===== src/hw/sat_clock_pkg.sv =====
// constants, field layouts and types shared by the satellite clock block
package sat_clock_pkg;

	// ****************************************************************
	// timing
	// ****************************************************************
	localparam int CLK_PERIOD_NS     = 10;
	localparam int MS_NS             = 1000000;
	localparam int MS_CYCLES_DEF     = MS_NS / CLK_PERIOD_NS;
	localparam int KHZ_HIGH_NS       = 100000;
	localparam int KHZ_HIGH_CYC_DEF  = KHZ_HIGH_NS / CLK_PERIOD_NS;
	localparam int PPS_HIGH_MS       = 100;
	localparam int MS_PER_SEC        = 1000;
	localparam int BLINK_ON_MS       = 500;
	localparam int SWEEP_S           = 150;
	localparam int FRAME_S           = 30;
	localparam int SEC_PER_DHOUR     = 360;
	localparam int COLON_AGE_DHOUR   = 139;
	localparam int FULL_AGE_DHOUR    = 1389;
	localparam int COLON_AGE_S_DEF   = COLON_AGE_DHOUR * SEC_PER_DHOUR;
	localparam int FULL_AGE_S_DEF    = FULL_AGE_DHOUR * SEC_PER_DHOUR;
	localparam int DELAY_ZERO        = 50;
	localparam int DAYS_MAX          = 366;

	// ****************************************************************
	// register map (byte addresses) and fields
	// ****************************************************************
	localparam logic [7:0]  ADR_CTRL      = 8'h00;
	localparam logic [7:0]  ADR_STATUS    = 8'h04;
	localparam logic [7:0]  ADR_TIME      = 8'h08;
	localparam logic [7:0]  ADR_AGE       = 8'h0c;
	localparam logic [7:0]  ADR_IRQ_STAT  = 8'h10;
	localparam logic [7:0]  ADR_IRQ_MASK  = 8'h14;
	localparam logic [15:0] CTRL_RST      = 16'h5000;
	localparam int          CTRL_OFS_LSB  = 0;
	localparam int          CTRL_H12_BIT  = 5;
	localparam int          CTRL_EAST_BIT = 6;
	localparam int          CTRL_WEST_BIT = 7;
	localparam int          CTRL_UNIT_LSB = 8;
	localparam int          CTRL_TENS_LSB = 12;
	localparam int          IRQ_W         = 5;
	localparam int          IRQ_LIT       = 0;
	localparam int          IRQ_SYNC      = 1;
	localparam int          IRQ_MISMATCH  = 2;
	localparam int          IRQ_COLON     = 3;
	localparam int          IRQ_FULL      = 4;

	// ****************************************************************
	// types
	// ****************************************************************
	typedef struct packed {
		logic [8:0] day;
		logic [4:0] hour;
		logic [5:0] min;
		logic [5:0] sec;
	} tod_s;

	typedef struct packed {
		logic carrier_lock;
		logic data_lock;
		logic mls_seen;
		logic frame_stb;
		tod_s frame;
	} rx_pins_s;

	typedef enum logic [1:0] {
		ST_BLANK = 2'b01,
		ST_SHOWN = 2'b10
	} disp_state_e;

endpackage : sat_clock_pkg


===== src/hw/sat_clock.sv =====
// satellite clock time keeping, display control, pulses and register slave
`timescale 1ns/1ns

// Summary of operation
// - display stays blank after reset until a valid time exists.
// - light display only with carrier lock, data lock and two agreeing frames.
// - show day, hour, minute, second based on universal time.
// - after 13.9 unlocked hours since sync, flash the colons.
// - after 138.9 unlocked hours since sync, flash the whole display.
// - any flashing stops by itself at the next locked, decoded sync.
// - add the signed hour offset before display; zero means unchanged.
// - every time output carries the same corrected time as the display.
// - hours on 24-hour base, 12-hour when selected.
// - east only, west only, or automatic scan of both satellites.
// - delay from two decimal digits, units and tens, up to 99 ms.
// - setting 50 is neutral; each step shifts output time by 1 ms.
// - one pulse per second, high 100 ms, low 900 ms.
// - 1 kHz wave, high 100 us, low 900 us, on millisecond edges.
// - colons blink while searching, steady once the sequence is seen.
module sat_clock #(
	parameter int MS_CYCLES    = sat_clock_pkg::MS_CYCLES_DEF,
	parameter int KHZ_HIGH_CYC = sat_clock_pkg::KHZ_HIGH_CYC_DEF,
	parameter int COLON_AGE_S  = sat_clock_pkg::COLON_AGE_S_DEF,
	parameter int FULL_AGE_S   = sat_clock_pkg::FULL_AGE_S_DEF
) (
	input  wire logic                     CLK,
	input  wire logic                     RST_N,
	input  wire logic                     CYC_I,
	input  wire logic                     STB_I,
	input  wire logic                     WE_I,
	input  wire logic [7:0]               ADR_I,
	input  wire logic [31:0]              DAT_I,
	input  wire logic [3:0]               SEL_I,
	output logic      [31:0]              DAT_O,
	output logic                          ACK_O,
	output logic                          IRQ,
	input  wire sat_clock_pkg::rx_pins_s  RX,
	output logic                          SAT_EAST,
	output logic                          DISP_ON,
	output logic                          COLON_ON,
	output logic                          PM,
	output sat_clock_pkg::tod_s           DISP_TIME,
	output logic                          PPS,
	output logic                          KHZ
);
	import sat_clock_pkg::*;

	// advances a time of year by n seconds, n below one minute
	function automatic tod_s add_sec(input tod_s t, input logic [5:0] n);
		tod_s r;
		logic [6:0] s;
		r = t;
		s = {1'b0, t.sec} + {1'b0, n};
		if (s >= 7'd60) begin
			r.sec = 6'(s - 7'd60);
			if (t.min == 6'd59) begin
				r.min = '0;
				if (t.hour == 5'd23) begin
					r.hour = '0;
					r.day = (t.day == 9'(DAYS_MAX)) ? 9'h001 : 9'(t.day + 9'h001);
				end else begin
					r.hour = 5'(t.hour + 5'h01);
				end
			end else begin
				r.min = 6'(t.min + 6'h01);
			end
		end else begin
			r.sec = 6'(s);
		end
		return r;
	endfunction : add_sec

	// ****************************************************************
	// receiver pin synchronisers
	// ****************************************************************
	// three stages per pin; the filtered copy moves only when two stages agree
	rx_pins_s    rx_s1;
	rx_pins_s    rx_s2;
	rx_pins_s    rx_s3;
	rx_pins_s    rx;
	rx_pins_s    next_rx;
	logic        stb_d;

	// a bit changes only once the second and third stages agree
	assign next_rx = (~(rx_s2 ^ rx_s3) & rx_s3) | ((rx_s2 ^ rx_s3) & rx);

	always_ff @(posedge CLK) begin
		if (!RST_N) begin
			rx_s1 <= '0;
			rx_s2 <= '0;
			rx_s3 <= '0;
			rx    <= '0;
			stb_d <= 1'b0;
		end else begin
			rx_s1 <= RX;
			rx_s2 <= rx_s1;
			rx_s3 <= rx_s2;
			rx    <= next_rx;
			stb_d <= rx.frame_stb;
		end
	end

	// ****************************************************************
	// control register fields
	// ****************************************************************
	logic [15:0]       ctrl;
	logic [IRQ_W-1:0]  irq_stat;
	logic [IRQ_W-1:0]  irq_mask;
	wire  [4:0]        hour_ofs = ctrl[CTRL_OFS_LSB +: 5];
	wire               h12_sel  = ctrl[CTRL_H12_BIT];
	wire               east_sel = ctrl[CTRL_EAST_BIT];
	wire               west_sel = ctrl[CTRL_WEST_BIT];
	wire  [3:0]        dly_unit = ctrl[CTRL_UNIT_LSB +: 4];
	wire  [3:0]        dly_tens = ctrl[CTRL_TENS_LSB +: 4];

	// delay setting as milliseconds, neutral at fifty
	// tens digit widened to 7 bits before scaling so the product of a decimal digit cannot wrap
	wire  [6:0]        dly_ms   = 7'(dly_tens) * 7'h0a + {3'h0, dly_unit};
	wire               dly_adv  = dly_ms >= 7'(DELAY_ZERO);
	wire  [6:0]        adv_ms   = 7'(dly_ms - 7'(DELAY_ZERO));
	wire  [6:0]        ret_ms   = 7'(7'(DELAY_ZERO) - dly_ms);

	// ****************************************************************
	// frame qualification
	// ****************************************************************
	disp_state_e  state;
	disp_state_e  next_state;
	tod_s         prev;
	logic         have_prev;
	wire          locked    = rx.carrier_lock & rx.data_lock;
	wire          frame_new = rx.frame_stb & ~stb_d;
	wire          agree     = have_prev & (rx.frame == add_sec(prev, 6'(FRAME_S)));
	wire          shown_now = state == ST_SHOWN;
	// once lit, the first locked frame after a lock loss resynchronises alone
	wire          resync    = frame_new & locked & shown_now & ~have_prev;
	wire          sync_evt  = (frame_new & locked & agree) | resync;
	// a mismatch needs an earlier locked frame to disagree with
	wire          mismatch  = frame_new & locked & have_prev & ~agree;

	// the display lights on the first agreeing frame and then stays lit
	assign next_state = (state == ST_BLANK && sync_evt) ? ST_SHOWN : state;

	always_ff @(posedge CLK) begin
		if (!RST_N) begin
			state     <= ST_BLANK;
			prev      <= '0;
			have_prev <= 1'b0;
		end else begin
			state <= next_state;
			if (frame_new && locked) begin
				prev      <= rx.frame;
				have_prev <= 1'b1;
			end else if (!locked) begin
				have_prev <= 1'b0;
			end
		end
	end

	// ****************************************************************
	// running universal time with delay correction
	// ****************************************************************
	logic [31:0]  cyc;
	logic [9:0]   ms;
	tod_s         utc;
	logic         pend;
	logic [6:0]   pend_ms;
	tod_s         pend_time;
	wire          ms_tick  = cyc == 32'(MS_CYCLES - 1);
	wire          sec_tick = ms_tick & (ms == 10'(MS_PER_SEC - 1));
	wire          adv_load = sync_evt & dly_adv;
	wire          ret_load = pend & ms_tick & (pend_ms == 7'h01);

	// advance loads at once with a lead; retard waits whole milliseconds
	always_ff @(posedge CLK) begin
		if (!RST_N) begin
			cyc       <= '0;
			ms        <= '0;
			utc       <= '{day: 9'h001, hour: 5'h00, min: 6'h00, sec: 6'h00};
			pend      <= 1'b0;
			pend_ms   <= '0;
			pend_time <= '0;
		end else begin
			if (sync_evt) begin
				cyc <= '0;
			end else if (ms_tick) begin
				cyc <= '0;
			end else begin
				cyc <= 32'(cyc + 32'h1);
			end
			if (adv_load) begin
				utc <= rx.frame;
				ms  <= {3'h0, adv_ms};
			end else if (ret_load) begin
				utc <= pend_time;
				ms  <= '0;
			end else if (sec_tick) begin
				utc <= add_sec(utc, 6'h01);
				ms  <= '0;
			end else if (ms_tick) begin
				ms  <= 10'(ms + 10'h001);
			end
			if (sync_evt && !dly_adv) begin
				pend      <= 1'b1;
				pend_ms   <= ret_ms;
				pend_time <= rx.frame;
			end else if (ret_load) begin
				pend      <= 1'b0;
			end else if (pend && ms_tick) begin
				pend_ms   <= 7'(pend_ms - 7'h01);
			end
		end
	end

	// ****************************************************************
	// unlocked age and satellite selection
	// ****************************************************************
	logic [19:0]  age;
	logic [7:0]   sweep;
	logic         scan_east;
	wire          colon_flash = (state == ST_SHOWN) & (age >= 20'(COLON_AGE_S));
	wire          full_flash  = (state == ST_SHOWN) & (age >= 20'(FULL_AGE_S));
	wire          colon_hit   = sec_tick & ~rx.data_lock & (age == 20'(COLON_AGE_S - 1));
	wire          full_hit    = sec_tick & ~rx.data_lock & (age == 20'(FULL_AGE_S - 1));
	wire          next_east   = east_sel | (~west_sel & scan_east);

	// age saturates at the full flash threshold so it never wraps
	// age restarts at every sync; auto mode swaps satellite after a sweep
	always_ff @(posedge CLK) begin
		if (!RST_N) begin
			age       <= '0;
			sweep     <= '0;
			scan_east <= 1'b0;
		end else begin
			if (sync_evt) begin
				age <= '0;
			end else if (sec_tick && !rx.data_lock && age < 20'(FULL_AGE_S)) begin
				age <= 20'(age + 20'h1);
			end
			if (rx.data_lock || east_sel || west_sel) begin
				sweep <= '0;
			end else if (sec_tick && sweep == 8'(SWEEP_S - 1)) begin
				sweep     <= '0;
				scan_east <= ~scan_east;
			end else if (sec_tick) begin
				sweep <= 8'(sweep + 8'h01);
			end
		end
	end

	// ****************************************************************
	// offset, 12/24 hour and display drive
	// ****************************************************************
	wire signed [6:0] hsum    = $signed({2'b00, utc.hour}) + $signed({{2{hour_ofs[4]}}, hour_ofs});
	wire              h_neg   = hsum < 7'sd0;
	wire              h_over  = hsum >= 7'sd24;
	wire        [4:0] h24     = h_neg ? 5'(hsum + 7'sd24) : h_over ? 5'(hsum - 7'sd24) : 5'(hsum);
	wire        [8:0] day_dec = (utc.day == 9'h001) ? 9'(DAYS_MAX) : 9'(utc.day - 9'h001);
	wire        [8:0] day_inc = (utc.day == 9'(DAYS_MAX)) ? 9'h001 : 9'(utc.day + 9'h001);
	wire        [8:0] day_ofs = h_neg ? day_dec : h_over ? day_inc : utc.day;
	wire        [4:0] h12     = (h24 == 5'h00) ? 5'h0c : (h24 > 5'h0c) ? 5'(h24 - 5'h0c) : h24;
	wire              blink   = ms < 10'(BLINK_ON_MS);
	wire              shown   = state == ST_SHOWN;
	wire              next_colon = shown ? (~colon_flash | blink) : (rx.mls_seen | blink);
	tod_s             next_disp;

	// corrected time feeds display and time register alike; pulse outputs follow ms and cyc
	assign next_disp = '{day: day_ofs, hour: h12_sel ? h12 : h24,
	                     min: utc.min, sec: utc.sec};

	always_ff @(posedge CLK) begin
		if (!RST_N) begin
			DISP_ON   <= 1'b0;
			COLON_ON  <= 1'b0;
			PM        <= 1'b0;
			DISP_TIME <= '0;
			PPS       <= 1'b0;
			KHZ       <= 1'b0;
			SAT_EAST  <= 1'b0;
		end else begin
			DISP_ON   <= shown & (~full_flash | blink);
			COLON_ON  <= next_colon;
			PM        <= h24 >= 5'h0c;
			DISP_TIME <= next_disp;
			PPS       <= shown & (ms < 10'(PPS_HIGH_MS));
			KHZ       <= shown & (cyc < 32'(KHZ_HIGH_CYC));
			SAT_EAST  <= next_east;
		end
	end

	// ****************************************************************
	// wishbone slave and interrupts
	// ****************************************************************
	// a held request is answered every second cycle; the ack itself masks the next edge
	wire              req     = CYC_I & STB_I & ~ACK_O;
	wire              wr      = req & WE_I;
	wire              wr_ctrl = wr & (ADR_I == ADR_CTRL);
	wire              wr_stat = wr & (ADR_I == ADR_IRQ_STAT) & SEL_I[0];
	wire              wr_mask = wr & (ADR_I == ADR_IRQ_MASK) & SEL_I[0];
	wire [IRQ_W-1:0]  irq_evt = {full_hit, colon_hit, mismatch, sync_evt,
	                             sync_evt & (state == ST_BLANK)};
	wire [IRQ_W-1:0]  clr     = wr_stat ? DAT_I[IRQ_W-1:0] : '0;
	wire [IRQ_W-1:0]  next_irq_stat = (irq_stat & ~clr) | irq_evt;  // set wins over clear
	wire [31:0]       status_word = {24'h0, SAT_EAST, full_flash, colon_flash,
	                                 rx.mls_seen, rx.data_lock, rx.carrier_lock, 1'b0, shown};
	wire [31:0]       rd_data =
		(ADR_I == ADR_CTRL)     ? {16'h0, ctrl} :
		(ADR_I == ADR_STATUS)   ? status_word :
		(ADR_I == ADR_TIME)     ? {6'h0, DISP_TIME} :
		(ADR_I == ADR_AGE)      ? {12'h0, age} :
		(ADR_I == ADR_IRQ_STAT) ? {27'h0, irq_stat} :
		(ADR_I == ADR_IRQ_MASK) ? {27'h0, irq_mask} : 32'h0;

	// one-wait answer; write lanes follow the byte selects
	always_ff @(posedge CLK) begin
		if (!RST_N) begin
			ACK_O    <= 1'b0;
			DAT_O    <= '0;
			IRQ      <= 1'b0;
			ctrl     <= CTRL_RST;
			irq_stat <= '0;
			irq_mask <= '0;
		end else begin
			ACK_O    <= req;
			DAT_O    <= (req && !WE_I) ? rd_data : 32'h0;
			irq_stat <= next_irq_stat;
			IRQ      <= |(next_irq_stat & irq_mask);
			if (wr_ctrl && SEL_I[0]) begin
				ctrl[7:0] <= DAT_I[7:0];
			end
			if (wr_ctrl && SEL_I[1]) begin
				ctrl[15:8] <= DAT_I[15:8];
			end
			if (wr_mask) begin
				irq_mask <= DAT_I[IRQ_W-1:0];
			end
		end
	end

endmodule : sat_clock


===== config.mk =====
export PLATFORM = sky130hd
export DESIGN_NAME = sat_clock
export DESIGN_NICKNAME = d
export VERILOG_FILES = /design/src/hw/sat_clock_pkg.sv /design/src/hw/sat_clock.sv
export SDC_FILE = /design/constraint.sdc
export NUM_CORES = 1
export LEC_CHECK = 0
export ABC_AREA = 1
export BUFFER_PORTS_ARGS = -buffer_cell sky130_fd_sc_hd__buf_2
export CORE_MARGIN = 3
export CORE_UTILIZATION = 35
export DETAILED_ROUTE_END_ITERATION = 16
export PLACE_DENSITY = 0.59
export SLEW_MARGIN = 0
export SYNTH_ARGS = -nofsm -noshare
export SYNTH_HDL_FRONTEND = slang
export SYNTH_SLANG_ARGS = --single-unit
export TNS_END_PERCENT = 20

===== constraint.sdc =====
create_clock -name CLK -period 3.5 [get_ports CLK]
set_input_delay 0.175 -clock CLK [delete_from_list [all_inputs] [get_ports CLK]]
set_output_delay 0.175 -clock CLK [all_outputs]
set_load 0.1 [all_outputs]

# ---- After elaboration in Yosys (flattened, before gate mapping)
# Cells that the tools add are included.
dict set report classes {
  shift 0
  n_bitwise 57
  eq_ne 23
  div 0
  n_addsub 23
  n_lt_le_gt_ge 13
  n_reduce_logical 37
  multipliers 1
  n_mux 44
}
# cell count
set ops {}
lappend ops {{26-bit 2-to-1 mux} 4}
lappend ops {{9-bit 2-to-1 mux} 7}
lappend ops {{30-bit AND} 2}
lappend ops {{20-bit 2-to-1 mux} 3}
lappend ops {{5-bit 2-to-1 mux} 10}
lappend ops {{7-bit 2-to-1 mux} 7}
lappend ops {{32-bit by 1-bit adder with 32-bit output, second input constant} 1}
lappend ops {{32-bit by 17-bit equality test with 1-bit output, second input constant} 1}
lappend ops {{32-bit by 14-bit less-than comparator with 1-bit output, second input constant} 1}
lappend ops {{16-bit 2-to-1 mux} 2}
lappend ops {{1-bit AND} 31}
lappend ops {{30-bit NOT} 1}
lappend ops {{30-bit bitwise OR} 1}
lappend ops {{30-bit XOR} 1}
lappend ops {{7-bit by 6-bit >= comparator with 1-bit output, second input constant} 4}
lappend ops {{14-bit 2-to-1 mux} 2}
lappend ops {{26-bit equality test} 1}
lappend ops {{6-bit 2-to-1 mux} 4}
lappend ops {{20-bit by 1-bit adder with 20-bit output, second input constant} 1}
lappend ops {{20-bit by 16-bit equality test with 1-bit output, second input constant} 1}
lappend ops {{20-bit by 19-bit equality test with 1-bit output, second input constant} 1}
lappend ops {{20-bit by 16-bit >= comparator with 1-bit output, second input constant} 1}
lappend ops {{20-bit by 19-bit >= comparator with 1-bit output, second input constant} 1}
lappend ops {{20-bit by 19-bit less-than comparator with 1-bit output, second input constant} 1}
lappend ops {{other kinds (57)} 109}
dict set report word_totals {
  output_inout_bits 66
  ramBits 0
  latchBits 0
  elab_cells 272
  mem_count 0
  romBits 0
  ff_bits 373
}

# ---- Longest topological paths before layout
# Gate-level depths: netlist (run 1).
dict set report depth {
  depth_word 13
  ltp_mapped 28
  ltp_nobuf 27
}

# ---- Least setup slack after synthesis (run 1)
# No wires, ideal clock.
dict set report synth_timing {
  path_kind {register to register}
  start {register prev[1] (netlist name)}
  end {register pend_ms[0]}
  stages_incl_launch_ff 27
  arrival_ps 3002
  required_ps 3378
  slack_ps 377
  path_buffers 3
  path_cell_list {dfxtp_1 -> inv_2 -> ha_1 -> xnor2_1 -> inv_1 -> ha_1 -> nand3_1 -> inv_1 -> nand3_1 -> nor2_1 -> nor2_1 -> buf_2 -> nand3_1 -> nand2_1 -> nand2_1 -> nand2_1 -> nand2_1 -> nor2_1 -> nand2_1 -> nor2_1 -> nand3_1 -> nand2_2 -> nand3_1 -> buf_2 -> buf_2 -> o21ai_1 -> a21oi_1}
}
dict set report synth_via {
  elab_chain_cells 10
  elab_cells_between_ends 14
  classes_between {add/sub (2); order compare (1); eq/ne (2); mux (3); bitwise (3); reduce/logical (3)}
}
# element line_no
set synth_lines {}
lappend synth_lines {{start: declaration} sat_clock.sv:128} ;# tod_s prev;
lappend synth_lines {{start signal: assignment} sat_clock.sv:151} ;# prev <= rx.frame;
lappend synth_lines {{6-bit by 5-bit adder with 7-bit output (*)} sat_clock.sv:53} ;# s = {1'b0, t.sec} + {1'b0, n};
lappend synth_lines {{6-bit subtractor or 7-bit by 6-bit >= comparator with 1-bit output (tied branches)} {sat_clock.sv:55, sat_clock.sv:54}}
lappend synth_lines {{6-bit 2-to-1 mux or 20-bit 2-to-1 mux (tied branches)} sat_clock.sv:54} ;# if (s >= 7'd60) begin
lappend synth_lines {{26-bit equality test (*)} sat_clock.sv:132} ;# wire agree = have_prev & (rx.frame == add_sec(prev, 6'(FRAME_S)));
lappend synth_lines {{1-bit AND (*)} sat_clock.sv:132}
lappend synth_lines {{1-bit AND (*)} sat_clock.sv:136} ;# wire sync_evt = (frame_new & locked & agree) | resync;
lappend synth_lines {{1-bit bitwise OR (*)} sat_clock.sv:136}
lappend synth_lines {{1-bit logical AND (*)} sat_clock.sv:202} ;# if (sync_evt && !dly_adv) begin
lappend synth_lines {{2-bit by 1-bit != test with 1-bit output (no source line) or 2-bit nonzero test (tied branches)} --}
lappend synth_lines {{2-bit AND reduction (no source line)} --}
lappend synth_lines {{end signal: assignment} sat_clock.sv:204} ;# pend_ms <= ret_ms;
lappend synth_lines {{end signal: assignment} sat_clock.sv:209} ;# pend_ms <= 7'(pend_ms - 7'h01);
lappend synth_lines {{end: declaration} sat_clock.sv:166} ;# logic [6:0] pend_ms;
# Mark *: on every way between the ends. The rest lies on a longest branch, timed or not.
# A chain may end at the register's enable or synchronous reset.

# ---- Final worst setup path (run 1)
dict set report layout_timing {
  start {register prev[1] (netlist name)}
  end {register utc[22] (netlist name)}
}
dict set report layout_via {
  elab_chain_cells 10
  elab_cells_between_ends 16
  classes_between {add/sub (2); order compare (1); eq/ne (1); mux (3); bitwise (4); reduce/logical (5)}
}
# element line_no
set layout_lines {}
lappend layout_lines {{6-bit by 5-bit adder with 7-bit output (*)} sat_clock.sv:53}
lappend layout_lines {{6-bit subtractor or 7-bit by 6-bit >= comparator with 1-bit output (tied branches)} {sat_clock.sv:55, sat_clock.sv:54}}
lappend layout_lines {{6-bit 2-to-1 mux or 20-bit 2-to-1 mux (tied branches)} sat_clock.sv:54}
lappend layout_lines {{26-bit equality test (*)} sat_clock.sv:132}
lappend layout_lines {{1-bit AND (*)} sat_clock.sv:132}
lappend layout_lines {{1-bit AND (*)} sat_clock.sv:136}
lappend layout_lines {{1-bit bitwise OR (*)} sat_clock.sv:136}
lappend layout_lines {{1-bit AND (*)} sat_clock.sv:170} ;# wire adv_load = sync_evt & dly_adv;
lappend layout_lines {{3-bit nonzero test (no source line)} --}
lappend layout_lines {{4-bit AND reduction (no source line)} --}
lappend layout_lines {{end signal: assignment} sat_clock.sv:178} ;# utc <= '{day: 9'h001, hour: 5'h00, min: 6'h00, sec: 6'h00};
lappend layout_lines {{end signal: assignment} sat_clock.sv:191} ;# utc <= rx.frame;
lappend layout_lines {{end signal: assignment} sat_clock.sv:194} ;# utc <= pend_time;
lappend layout_lines {{end: declaration} sat_clock.sv:164} ;# tod_s utc;
# Marked as above.

==> results of run 1 <==
-- cell usage after synthesis (all sizes together) (2+ instances only) --
cell type / instances
nand3b: 2
nor4: 13
a21oi: 155
or4: 2
and3: 3
xor2: 45
o31ai: 5
nand3: 146
nand2: 584
nor2: 291
clkbuf: 58
buf: 36
or2: 12
inv: 416
ha: 43
o21bai: 2
nor3b: 11
a31o: 2
dfxtp: 367
xnor2: 12
a31oi: 14
nor3: 72
clkinv: 5
nand4: 84
a221oi: 6
o221ai: 4
a211oi: 9
o21a: 2
a22o: 4
fa: 3
o211ai: 15
o21ai: 190
a41oi: 2
-- worst register-to-register path, delay by kind of cell (launching register included) --
kind,cells,cell delay (ps)
flops,1,330
xor+xnor,1,170
fa+ha+maj,2,340
simple gates,17,1550
buf+inv,8,860
-- metrics by stage --
stage / TNS, ps / power (mW) / utilization
floorplan: 0 / 4.489 / -
global placement: -30.08 / 4.562 / 0.3866
detailed placement: -683.9 / 4.567 / 0.3866
CTS: 0 / 9.078 / 0.4286
global route: -67.00 / 9.269 / 0.4363
finish: 0 / 8.956 / 0.4363
-- metal layers --
layer	GRT usage	wire [µm]	vias up
li1	-	-	8821
met1	0.2467	23920	8066
met2	0.3040	23740	409
met3	0.02755	2528	74
met4	0.04946	1134	0
met5	0	0	-
-- where the power goes --
part | total [mW] | leakage (nW) | switching, mW | internal, mW
Clock | 4.43 | 0.666 | 1.78 | 2.66
Sequential | 4.25 | 2.97 | 0.0223 | 4.22
Combinational | 0.277 | 6.60 | 0.171 | 0.106
Total | 8.96 | 10.2 | 1.97 | 6.99
-- registers in the layout, summed over array words and instances, names as in the netlist, 2 cells and up, named ones only --
| register | cells |
|---|---|
| DAT_O | 26 |
| DISP_TIME | 26 |
| age | 20 |
| ctrl | 16 |
| cyc | 32 |
| irq_mask | 5 |
| irq_stat | 5 |
| ms | 10 |
| next_disp | 12 |
| pend_ms | 7 |
| pend_time | 26 |
| prev | 26 |
| rx_s1 | 30 |
| rx_s2 | 30 |
| rx_s3 | 30 |
| state | 2 |
| sweep | 8 |
| utc | 14 |
-- placed cells by master, fill, tap and decap left out, types with 10 or more instances in the layout --
cell,Yosys,routed
sky130_fd_sc_hd__nor3_1,67,65
sky130_fd_sc_hd__nor2_1,286,275
sky130_fd_sc_hd__nor4_1,13,11
sky130_fd_sc_hd__or2_2,10,10
sky130_fd_sc_hd__inv_2,11,14
sky130_fd_sc_hd__nand2_1,583,580
sky130_fd_sc_hd__nand4_1,84,84
sky130_fd_sc_hd__a21oi_1,155,155
sky130_fd_sc_hd__nand3_1,142,133
sky130_fd_sc_hd__ha_1,43,39
sky130_fd_sc_hd__inv_1,405,402
sky130_fd_sc_hd__xor2_1,45,45
sky130_fd_sc_hd__buf_12,0,10
sky130_fd_sc_hd__buf_4,11,45
sky130_fd_sc_hd__o21ai_0,166,164
sky130_fd_sc_hd__nand3_2,3,10
sky130_fd_sc_hd__xnor2_1,12,11
sky130_fd_sc_hd__nor3b_1,11,11
sky130_fd_sc_hd__clkbuf_16,0,44
sky130_fd_sc_hd__a31oi_1,14,14
sky130_fd_sc_hd__dfxtp_1,367,365
sky130_fd_sc_hd__o21ai_1,24,24
sky130_fd_sc_hd__buf_2,18,119
sky130_fd_sc_hd__dlygate4sd3_1,0,66
sky130_fd_sc_hd__nor2_2,5,13
sky130_fd_sc_hd__o211ai_1,15,15
-- timing repair --
item / in CTS / in global routing
hold buffers: 66 / 0
endpoints found under the setup margin: 36 / 130
setup buffers: 1 / 9
cloned: 2 / 6
gates resized for setup: 7 / 59
pin swaps: 3 / 21
endpoints found under the hold margin: 66 / 0
-- cell families (layout without fill, tap and decap cells) --
family	after synthesis	count (layout)	synth area share
xor+xnor	57	57	0.02774
buf+inv	516	747	0.1134
simple gates	1220	1221	0.2924
compound gates	413	413	0.1247
fa+ha+maj	46	46	0.03324
flops	367	367	0.4083
other cells	1	6	0.0002084
-- cell type report --
class | instances | area (µm²) | share of cell area
well taps | 672 | 840.8 | 0.03818
inverters | 421 | 1588 | 0.07209
flip-flops and latches | 367 | 7350 | 0.3337
repair inverters | 1 | 7.507 | 0.0003409
multi-input cells | 1743 | 8818 | 0.4004
clock buffers | 54 | 1134 | 0.05147
clock inverters | 16 | 249.0 | 0.01130
repair buffers | 255 | 2038 | 0.09254
-- worst max path at each step --
stage,from,end,slack (ps),depth (start not counted)
CTS,prev[1],pend_ms[3],20,26
detailed placement,prev[1],pend_time[8],-50,21
finish,prev[1],utc[22],150,28
global placement,prev[1],pend_time[15],-6,21
global route,prev[2],utc[22],-30,27
floorplan,prev[1],pend_ms[0],380,26
==> metrics.txt, run 1 <==
# TYPE chip_impl_metric gauge
chip_impl_metric{name="clk_pin_slew",unit="ps"} 60
chip_impl_metric{name="p_leak",unit="nW"} 10.24
chip_impl_metric{name="mappedNetlistArea",unit="µm²"} 17990
chip_impl_metric{name="start_util",unit=""} 0.3565
chip_impl_metric{name="final-max-slew-violation-count",unit=""} 0
chip_impl_metric{name="drt_pre_antenna_iters",unit=""} 5
chip_impl_metric{name="synthesis.area_per_instance",unit="µm²"} 6.868
chip_impl_info{name="critical_path.slowest_cell",value="sky130_fd_sc_hd__dfxtp_2"} 1
chip_impl_info{name="unrepaired_setup_endpoints_after_global_routing",value="yes"} 1
chip_impl_metric{name="placed_area",unit="µm²"} 19510
chip_impl_metric{name="route.antenna.remaining_nets",unit=""} 0
chip_impl_metric{name="synth.yosys.warnings",unit=""} 0
chip_impl_metric{name="count_of_unique_library_cells_instantiated_by_yosys",unit=""} 52
chip_impl_info{name="hold_end",value="DAT_O[0]"} 1
chip_impl_metric{name="die-area",unit="µm²"} 54170
chip_impl_metric{name="detail_route.iter0.violations",unit=""} 1339
chip_impl_metric{name="longest_individual_stage_delay_on_the_worst_path",unit="ps"} 330
chip_impl_metric{name="slew_headroom",unit=""} 0.2940
chip_impl_metric{name="remaining_drc_errors",unit=""} 0
chip_impl_metric{name="cts.sink_count",unit=""} 367
chip_impl_info{name="clock_tree.root_cell",value="sky130_fd_sc_hd__clkbuf_16"} 1
chip_impl_metric{name="reg2regPathDepth",unit=""} 28
chip_impl_metric{name="cts_inserted_buffers",unit=""} 40
chip_impl_info{name="dominant_cells_by_area_after_synthesis",value="sky130_fd_sc_hd__dfxtp_1, sky130_fd_sc_hd__nand2_1, sky130_fd_sc_hd__inv_1"} 1
chip_impl_metric{name="place_hpwl",unit="µm"} 36080
chip_impl_metric{name="drive_above_1_share",unit=""} 0.1169
chip_impl_info{name="netlist.top_cell.by_area",value="sky130_fd_sc_hd__dfxtp_1"} 1
chip_impl_metric{name="setup_slack",unit="ps"} 145.7
chip_impl_metric{name="stdcell_count",unit=""} 3529
chip_impl_metric{name="global_route.usage.total",unit=""} 0.1828
chip_impl_metric{name="synth_top_cell_area_share",unit=""} 0.4083
chip_impl_metric{name="finalWorstPathRequiredPeriod",unit="ps"} 3354
chip_impl_metric{name="syn2layout_area_growth",unit="%"} 22.40
chip_impl_metric{name="die_height",unit="µm"} 232.7
chip_impl_metric{name="clock_path_buffers",unit=""} 3
chip_impl_metric{name="critPathRequiredTime",unit="ps"} 3950
chip_impl_metric{name="route.detailed.wl_per_inst",unit="µm"} 14.54
chip_impl_metric{name="worst_ep_arrival",unit="ps"} 3800
chip_impl_metric{name="timing.max_cap.violations",unit=""} 0
chip_impl_metric{name="die_x",unit="µm"} 232.7
chip_impl_metric{name="placeableCoreArea",unit="µm²"} 50480
chip_impl_info{name="worstReg2RegEnd",value="utc[22]"} 1
chip_impl_info{name="endpoint_kind",value="flop"} 1
chip_impl_metric{name="insertion_delay",unit="ps"} 570
chip_impl_metric{name="vdd.ir_drop.worst",unit="V"} 0.0003748
chip_impl_info{name="outcome",value="finished, final reports clean"} 1
chip_impl_metric{name="critical_path.n_buffers_inverters",unit=""} 8
chip_impl_metric{name="globalplace.congestion",unit=""} 0.8893
chip_impl_metric{name="grt_pass1_wl",unit="µm"} 81120
chip_impl_metric{name="cts.htree.levels",unit=""} 2
chip_impl_metric{name="tightest_slew",unit="ps"} 1059
chip_impl_metric{name="grt_antenna_before_repair",unit=""} 0
chip_impl_metric{name="place.port_buffers",unit=""} 120
chip_impl_metric{name="num_rows",unit=""} 82
chip_impl_metric{name="vias_per_cell",unit=""} 4.922
chip_impl_metric{name="share_of_the_yosys_chip_area_belonging_to_registers",unit=""} 0.4083
chip_impl_info{name="synth-main-ff-cell",value="sky130_fd_sc_hd__dfxtp_1"} 1
chip_impl_metric{name="holdWs",unit="ps"} 104.6
chip_impl_metric{name="fin_nets",unit=""} 2954
chip_impl_metric{name="ios",unit=""} 145
chip_impl_info{name="tritoncts",value="built"} 1
chip_impl_metric{name="finalWirelength",unit="µm"} 51330
chip_impl_info{name="worstReg2RegStart",value="prev[1]"} 1
chip_impl_metric{name="timing.critical_path.fanout_max",unit=""} 7
chip_impl_metric{name="globalRoute.totalOverflow",unit=""} 0
chip_impl_info{name="classification_of_the_worst_setup_path",value="flop to flop"} 1
chip_impl_metric{name="synth_edf_count",unit=""} 0
chip_impl_metric{name="grt_max_degree",unit=""} 222
chip_impl_metric{name="asyncSetResetFlopFracSynth",unit=""} 0
chip_impl_info{name="hold_path_startpoint",value="ADR_I[4]"} 1
chip_impl_metric{name="antenna_diode_count",unit=""} 0
chip_impl_metric{name="synth-seq-cells",unit=""} 367
chip_impl_metric{name="final-setup-viol-count",unit=""} 0
chip_impl_metric{name="pre_cts_ws",unit="ps"} -49.29
chip_impl_metric{name="maxClockFrequency",unit="MHz"} 298.1
chip_impl_metric{name="cell_count_after_placement",unit=""} 3375
chip_impl_metric{name="min_period_over_period",unit=""} 0.9584
chip_impl_metric{name="rrSetupSlack",unit="ps"} 150
chip_impl_info{name="timing.critical_path.from_type",value="flop"} 1
chip_impl_metric{name="final_hold_viol_count",unit=""} 0
chip_impl_metric{name="synthCells",unit=""} 2620
chip_impl_metric{name="routed-via-count",unit=""} 17370
chip_impl_metric{name="fin_worst_skew",unit="ps"} 24.74
chip_impl_info{name="hp-class",value="primary input to flop"} 1
chip_impl_metric{name="post-route-cell-area",unit="µm²"} 22020
chip_impl_metric{name="hold_path_depth",unit=""} 6
chip_impl_metric{name="power_density",unit="nW/µm²"} 406.6
chip_impl_info{name="critPathTopFamily",value="simple AND/OR/NAND/NOR gates"} 1
chip_impl_metric{name="grt_pass1_vias",unit=""} 16020
chip_impl_metric{name="fill_cells",unit=""} 5163
Note: power is estimated with default switching activity, not from simulation.
==> run 2, diff against run 1 <==
- CTS_BUF_LIST: default -> sky130_fd_sc_hd__clkbuf_8
- SKIP_CTS_REPAIR_TIMING: default -> 1
==> run 2 against run 1 <==
- cell area shrank 0.93%
- the run now ends with negative hold slack left
- sequential power about the same
- routed wire length shrank 0.39%
- core utilization decreased by 0.40 points
- clock-buffer cell count grew 29
==> metrics.txt, run 2 (synthesis results as in run 1) <==
# TYPE chip_impl_metric gauge
chip_impl_metric{name="ios",unit=""} 145
chip_impl_metric{name="routed-via-count",unit=""} 17440
chip_impl_metric{name="holdWs",unit="ps"} -14.08
chip_impl_metric{name="clk_pin_slew",unit="ps"} 60
chip_impl_metric{name="combinationalPowerShare",unit=""} 0.032
chip_impl_metric{name="detail_route.iter0.violations",unit=""} 1201
chip_impl_metric{name="global_route.usage.total",unit=""} 0.1799
chip_impl_metric{name="min_period_over_period",unit=""} 0.9631
chip_impl_metric{name="drt_pre_antenna_iters",unit=""} 6
chip_impl_metric{name="critPathRequiredTime",unit="ps"} 4050
chip_impl_metric{name="route.antenna.remaining_nets",unit=""} 0
chip_impl_metric{name="globalplace.congestion",unit=""} 0.8893
chip_impl_metric{name="seqPwrFrac",unit=""} 0.496
chip_impl_info{name="tritoncts",value="built"} 1
chip_impl_metric{name="cts.sink_count",unit=""} 367
chip_impl_metric{name="setup_total_negative_slack",unit="ps"} 0
chip_impl_metric{name="syn2layout_area_growth",unit="%"} 21.26
chip_impl_metric{name="postLayoutCoreUtil",unit=""} 0.4323
chip_impl_metric{name="final_hold_viol_count",unit=""} 1
chip_impl_metric{name="vdd.ir_drop.worst",unit="V"} 0.0002700
chip_impl_metric{name="grt_max_degree",unit=""} 222
chip_impl_metric{name="final-max-slew-violation-count",unit=""} 0
chip_impl_metric{name="final-setup-viol-count",unit=""} 0
chip_impl_metric{name="num_rows",unit=""} 82
chip_impl_info{name="classification_of_the_worst_setup_path",value="flop to flop"} 1
chip_impl_info{name="clock_tree.root_cell",value="sky130_fd_sc_hd__clkbuf_8"} 1
chip_impl_info{name="unrepaired_setup_endpoints_after_global_routing",value="yes"} 1
chip_impl_metric{name="power.clock.fraction",unit=""} 0.472
chip_impl_metric{name="grt_pass1_vias",unit=""} 15850
chip_impl_info{name="worstReg2RegStart",value="prev[1]"} 1
chip_impl_info{name="outcome",value="finished with violations"} 1
chip_impl_metric{name="globalRoute.totalOverflow",unit=""} 0
chip_impl_info{name="timing.critical_path.from_type",value="flop"} 1
chip_impl_metric{name="place.port_buffers",unit=""} 120
chip_impl_metric{name="die-area",unit="µm²"} 54170
chip_impl_metric{name="antenna_diode_count",unit=""} 0
chip_impl_info{name="layout_commonest_cell",value="sky130_fd_sc_hd__nand2_1"} 1
chip_impl_info{name="endpoint_kind",value="flop"} 1
chip_impl_metric{name="tightest_slew",unit="ps"} 897.4
chip_impl_metric{name="timing.critical_path.fanout_max",unit=""} 7
chip_impl_metric{name="critical_path.n_buffers_inverters",unit=""} 7
chip_impl_info{name="worstReg2RegEnd",value="utc[22]"} 1
chip_impl_metric{name="worst_ep_arrival",unit="ps"} 3920
chip_impl_metric{name="start_util",unit=""} 0.3565
chip_impl_metric{name="slew_headroom",unit=""} 0.4017
chip_impl_info{name="hold_end",value="DAT_O[6]"} 1
chip_impl_metric{name="fin_worst_skew",unit="ps"} 49.51
chip_impl_metric{name="route.detailed.wl_per_inst",unit="µm"} 14.35
chip_impl_metric{name="fin_nets",unit=""} 2972
chip_impl_metric{name="post-route-cell-area",unit="µm²"} 21820
chip_impl_metric{name="timing.max_cap.violations",unit=""} 0
chip_impl_metric{name="clock_path_buffers",unit=""} 3
chip_impl_info{name="path_common_cell",value="sky130_fd_sc_hd__nand2_1"} 1
chip_impl_metric{name="power.switching",unit="mW"} 1.986
chip_impl_metric{name="setup_slack",unit="ps"} 129.2
chip_impl_metric{name="largest_register_ffs",unit=""} 32
chip_impl_info{name="critical_path.slowest_cell",value="sky130_fd_sc_hd__dfxtp_2"} 1
chip_impl_metric{name="cts_inserted_buffers",unit=""} 61
chip_impl_metric{name="cts.htree.levels",unit=""} 2
chip_impl_info{name="hp-class",value="primary input to flop"} 1
chip_impl_metric{name="finalWorstPathRequiredPeriod",unit="ps"} 3371
chip_impl_info{name="hold_path_startpoint",value="ADR_I[5]"} 1
chip_impl_metric{name="die_height",unit="µm"} 232.7
chip_impl_info{name="mostFrequentLayoutCells",value="sky130_fd_sc_hd__nand2_1, sky130_fd_sc_hd__inv_1, sky130_fd_sc_hd__dfxtp_1"} 1
chip_impl_metric{name="remaining_drc_errors",unit=""} 0
chip_impl_metric{name="placed_area",unit="µm²"} 19510
chip_impl_metric{name="longest_individual_stage_delay_on_the_worst_path",unit="ps"} 330
chip_impl_metric{name="grt_antenna_before_repair",unit=""} 0
chip_impl_info{name="most_flops_register",value="cyc"} 1
chip_impl_metric{name="hold_path_depth",unit=""} 6
chip_impl_metric{name="placeableCoreArea",unit="µm²"} 50480
chip_impl_info{name="critPathTopFamily",value="simple AND/OR/NAND/NOR gates"} 1
chip_impl_metric{name="drive_above_1_share",unit=""} 0.1231
chip_impl_info{name="violations_in_the_final_reports",value="negative hold slack"} 1
chip_impl_metric{name="sw_frac_of_total",unit=""} 0.2318
chip_impl_metric{name="power_density",unit="nW/µm²"} 392.8
chip_impl_metric{name="rrSetupSlack",unit="ps"} 130
chip_impl_metric{name="die_x",unit="µm"} 232.7
chip_impl_metric{name="pre_cts_ws",unit="ps"} -49.29
chip_impl_metric{name="p_leak",unit="nW"} 10.25
chip_impl_metric{name="maxClockFrequency",unit="MHz"} 296.7
chip_impl_metric{name="finalWirelength",unit="µm"} 51130
chip_impl_metric{name="p_int",unit="mW"} 6.584
chip_impl_metric{name="reg2regPathDepth",unit=""} 28
chip_impl_metric{name="place_hpwl",unit="µm"} 36080
chip_impl_metric{name="insertion_delay",unit="ps"} 690
chip_impl_metric{name="vias_per_cell",unit=""} 4.893
chip_impl_metric{name="grt_pass1_wl",unit="µm"} 79850
-- run 2: cell count changes in the layout (fill, tap and decap cells not counted), sizes merged --
cell	before	now
inv	419	429
clkbuf	58	85
bufinv	5	2
dlygate4sd3	66	67
clkinvlp	5	1
buf	185	183
clkinv	9	15
-- run 2: worst max-delay path by stage --
stage                     startpoint       endpoint  slack, ps  depth (start not counted)
after floorplan              prev[1]     pend_ms[0]        380                         26
after global placement       prev[1]  pend_time[15]         -6                         21
after detailed placement     prev[1]   pend_time[8]        -50                         21
after CTS                    prev[1]   pend_time[9]        -70                         21
after global routing         prev[2]        utc[22]        -90                         28
final                        prev[1]        utc[22]        130                         28
-- run 2: layer usage --
metal  vias to the layer above  global-route usage  part of all wire
li1                       8866                   -                 -
met1                      8033              0.2419              0.46
met2                       451              0.2903              0.46
met3                        90             0.03636             0.059
met4                         0             0.05523             0.028
met5                         -                   0                 0
-- run 2: worst register-to-register path, delay by kind of cell (launching register included) --
family | cells | cell delay (ps)
flops | 1 | 330
buf+inv | 7 | 780
xor+xnor | 1 | 180
fa+ha+maj | 2 | 360
simple gates | 18 | 1620
-- run 2: power by group through the flow --
stage               Clock [mW]  Combinational (mW)  Sequential (mW)
floorplan                    0               0.144             4.34
global placement             0               0.224             4.34
detailed placement           0               0.228             4.34
CTS                       4.18               0.229             4.25
global route              4.36               0.308             4.25
finish                    4.05               0.277             4.25
-- run 2: area by class of cell --
class                   count  area (µm²)
well taps                 672       840.8
multi-input cells        1743        8798
fillers                  5239       28660
clock inverters            25       172.7
repair inverters            1       7.507
clock buffers              83        1142
inverters                 421        1583
flip-flops and latches    367        7350
repair buffers            252        1927
-- run 2: metrics by stage --
stage	power (mW)	hold slack, ps	cells
after floorplan	4.489	272.6	2625
after global placement	4.562	355.7	3375
after detailed placement	4.567	360.6	3375
after CTS	8.653	-355.1	3483
after global routing	8.916	1.649	3564
final	8.570	-14.08	3564
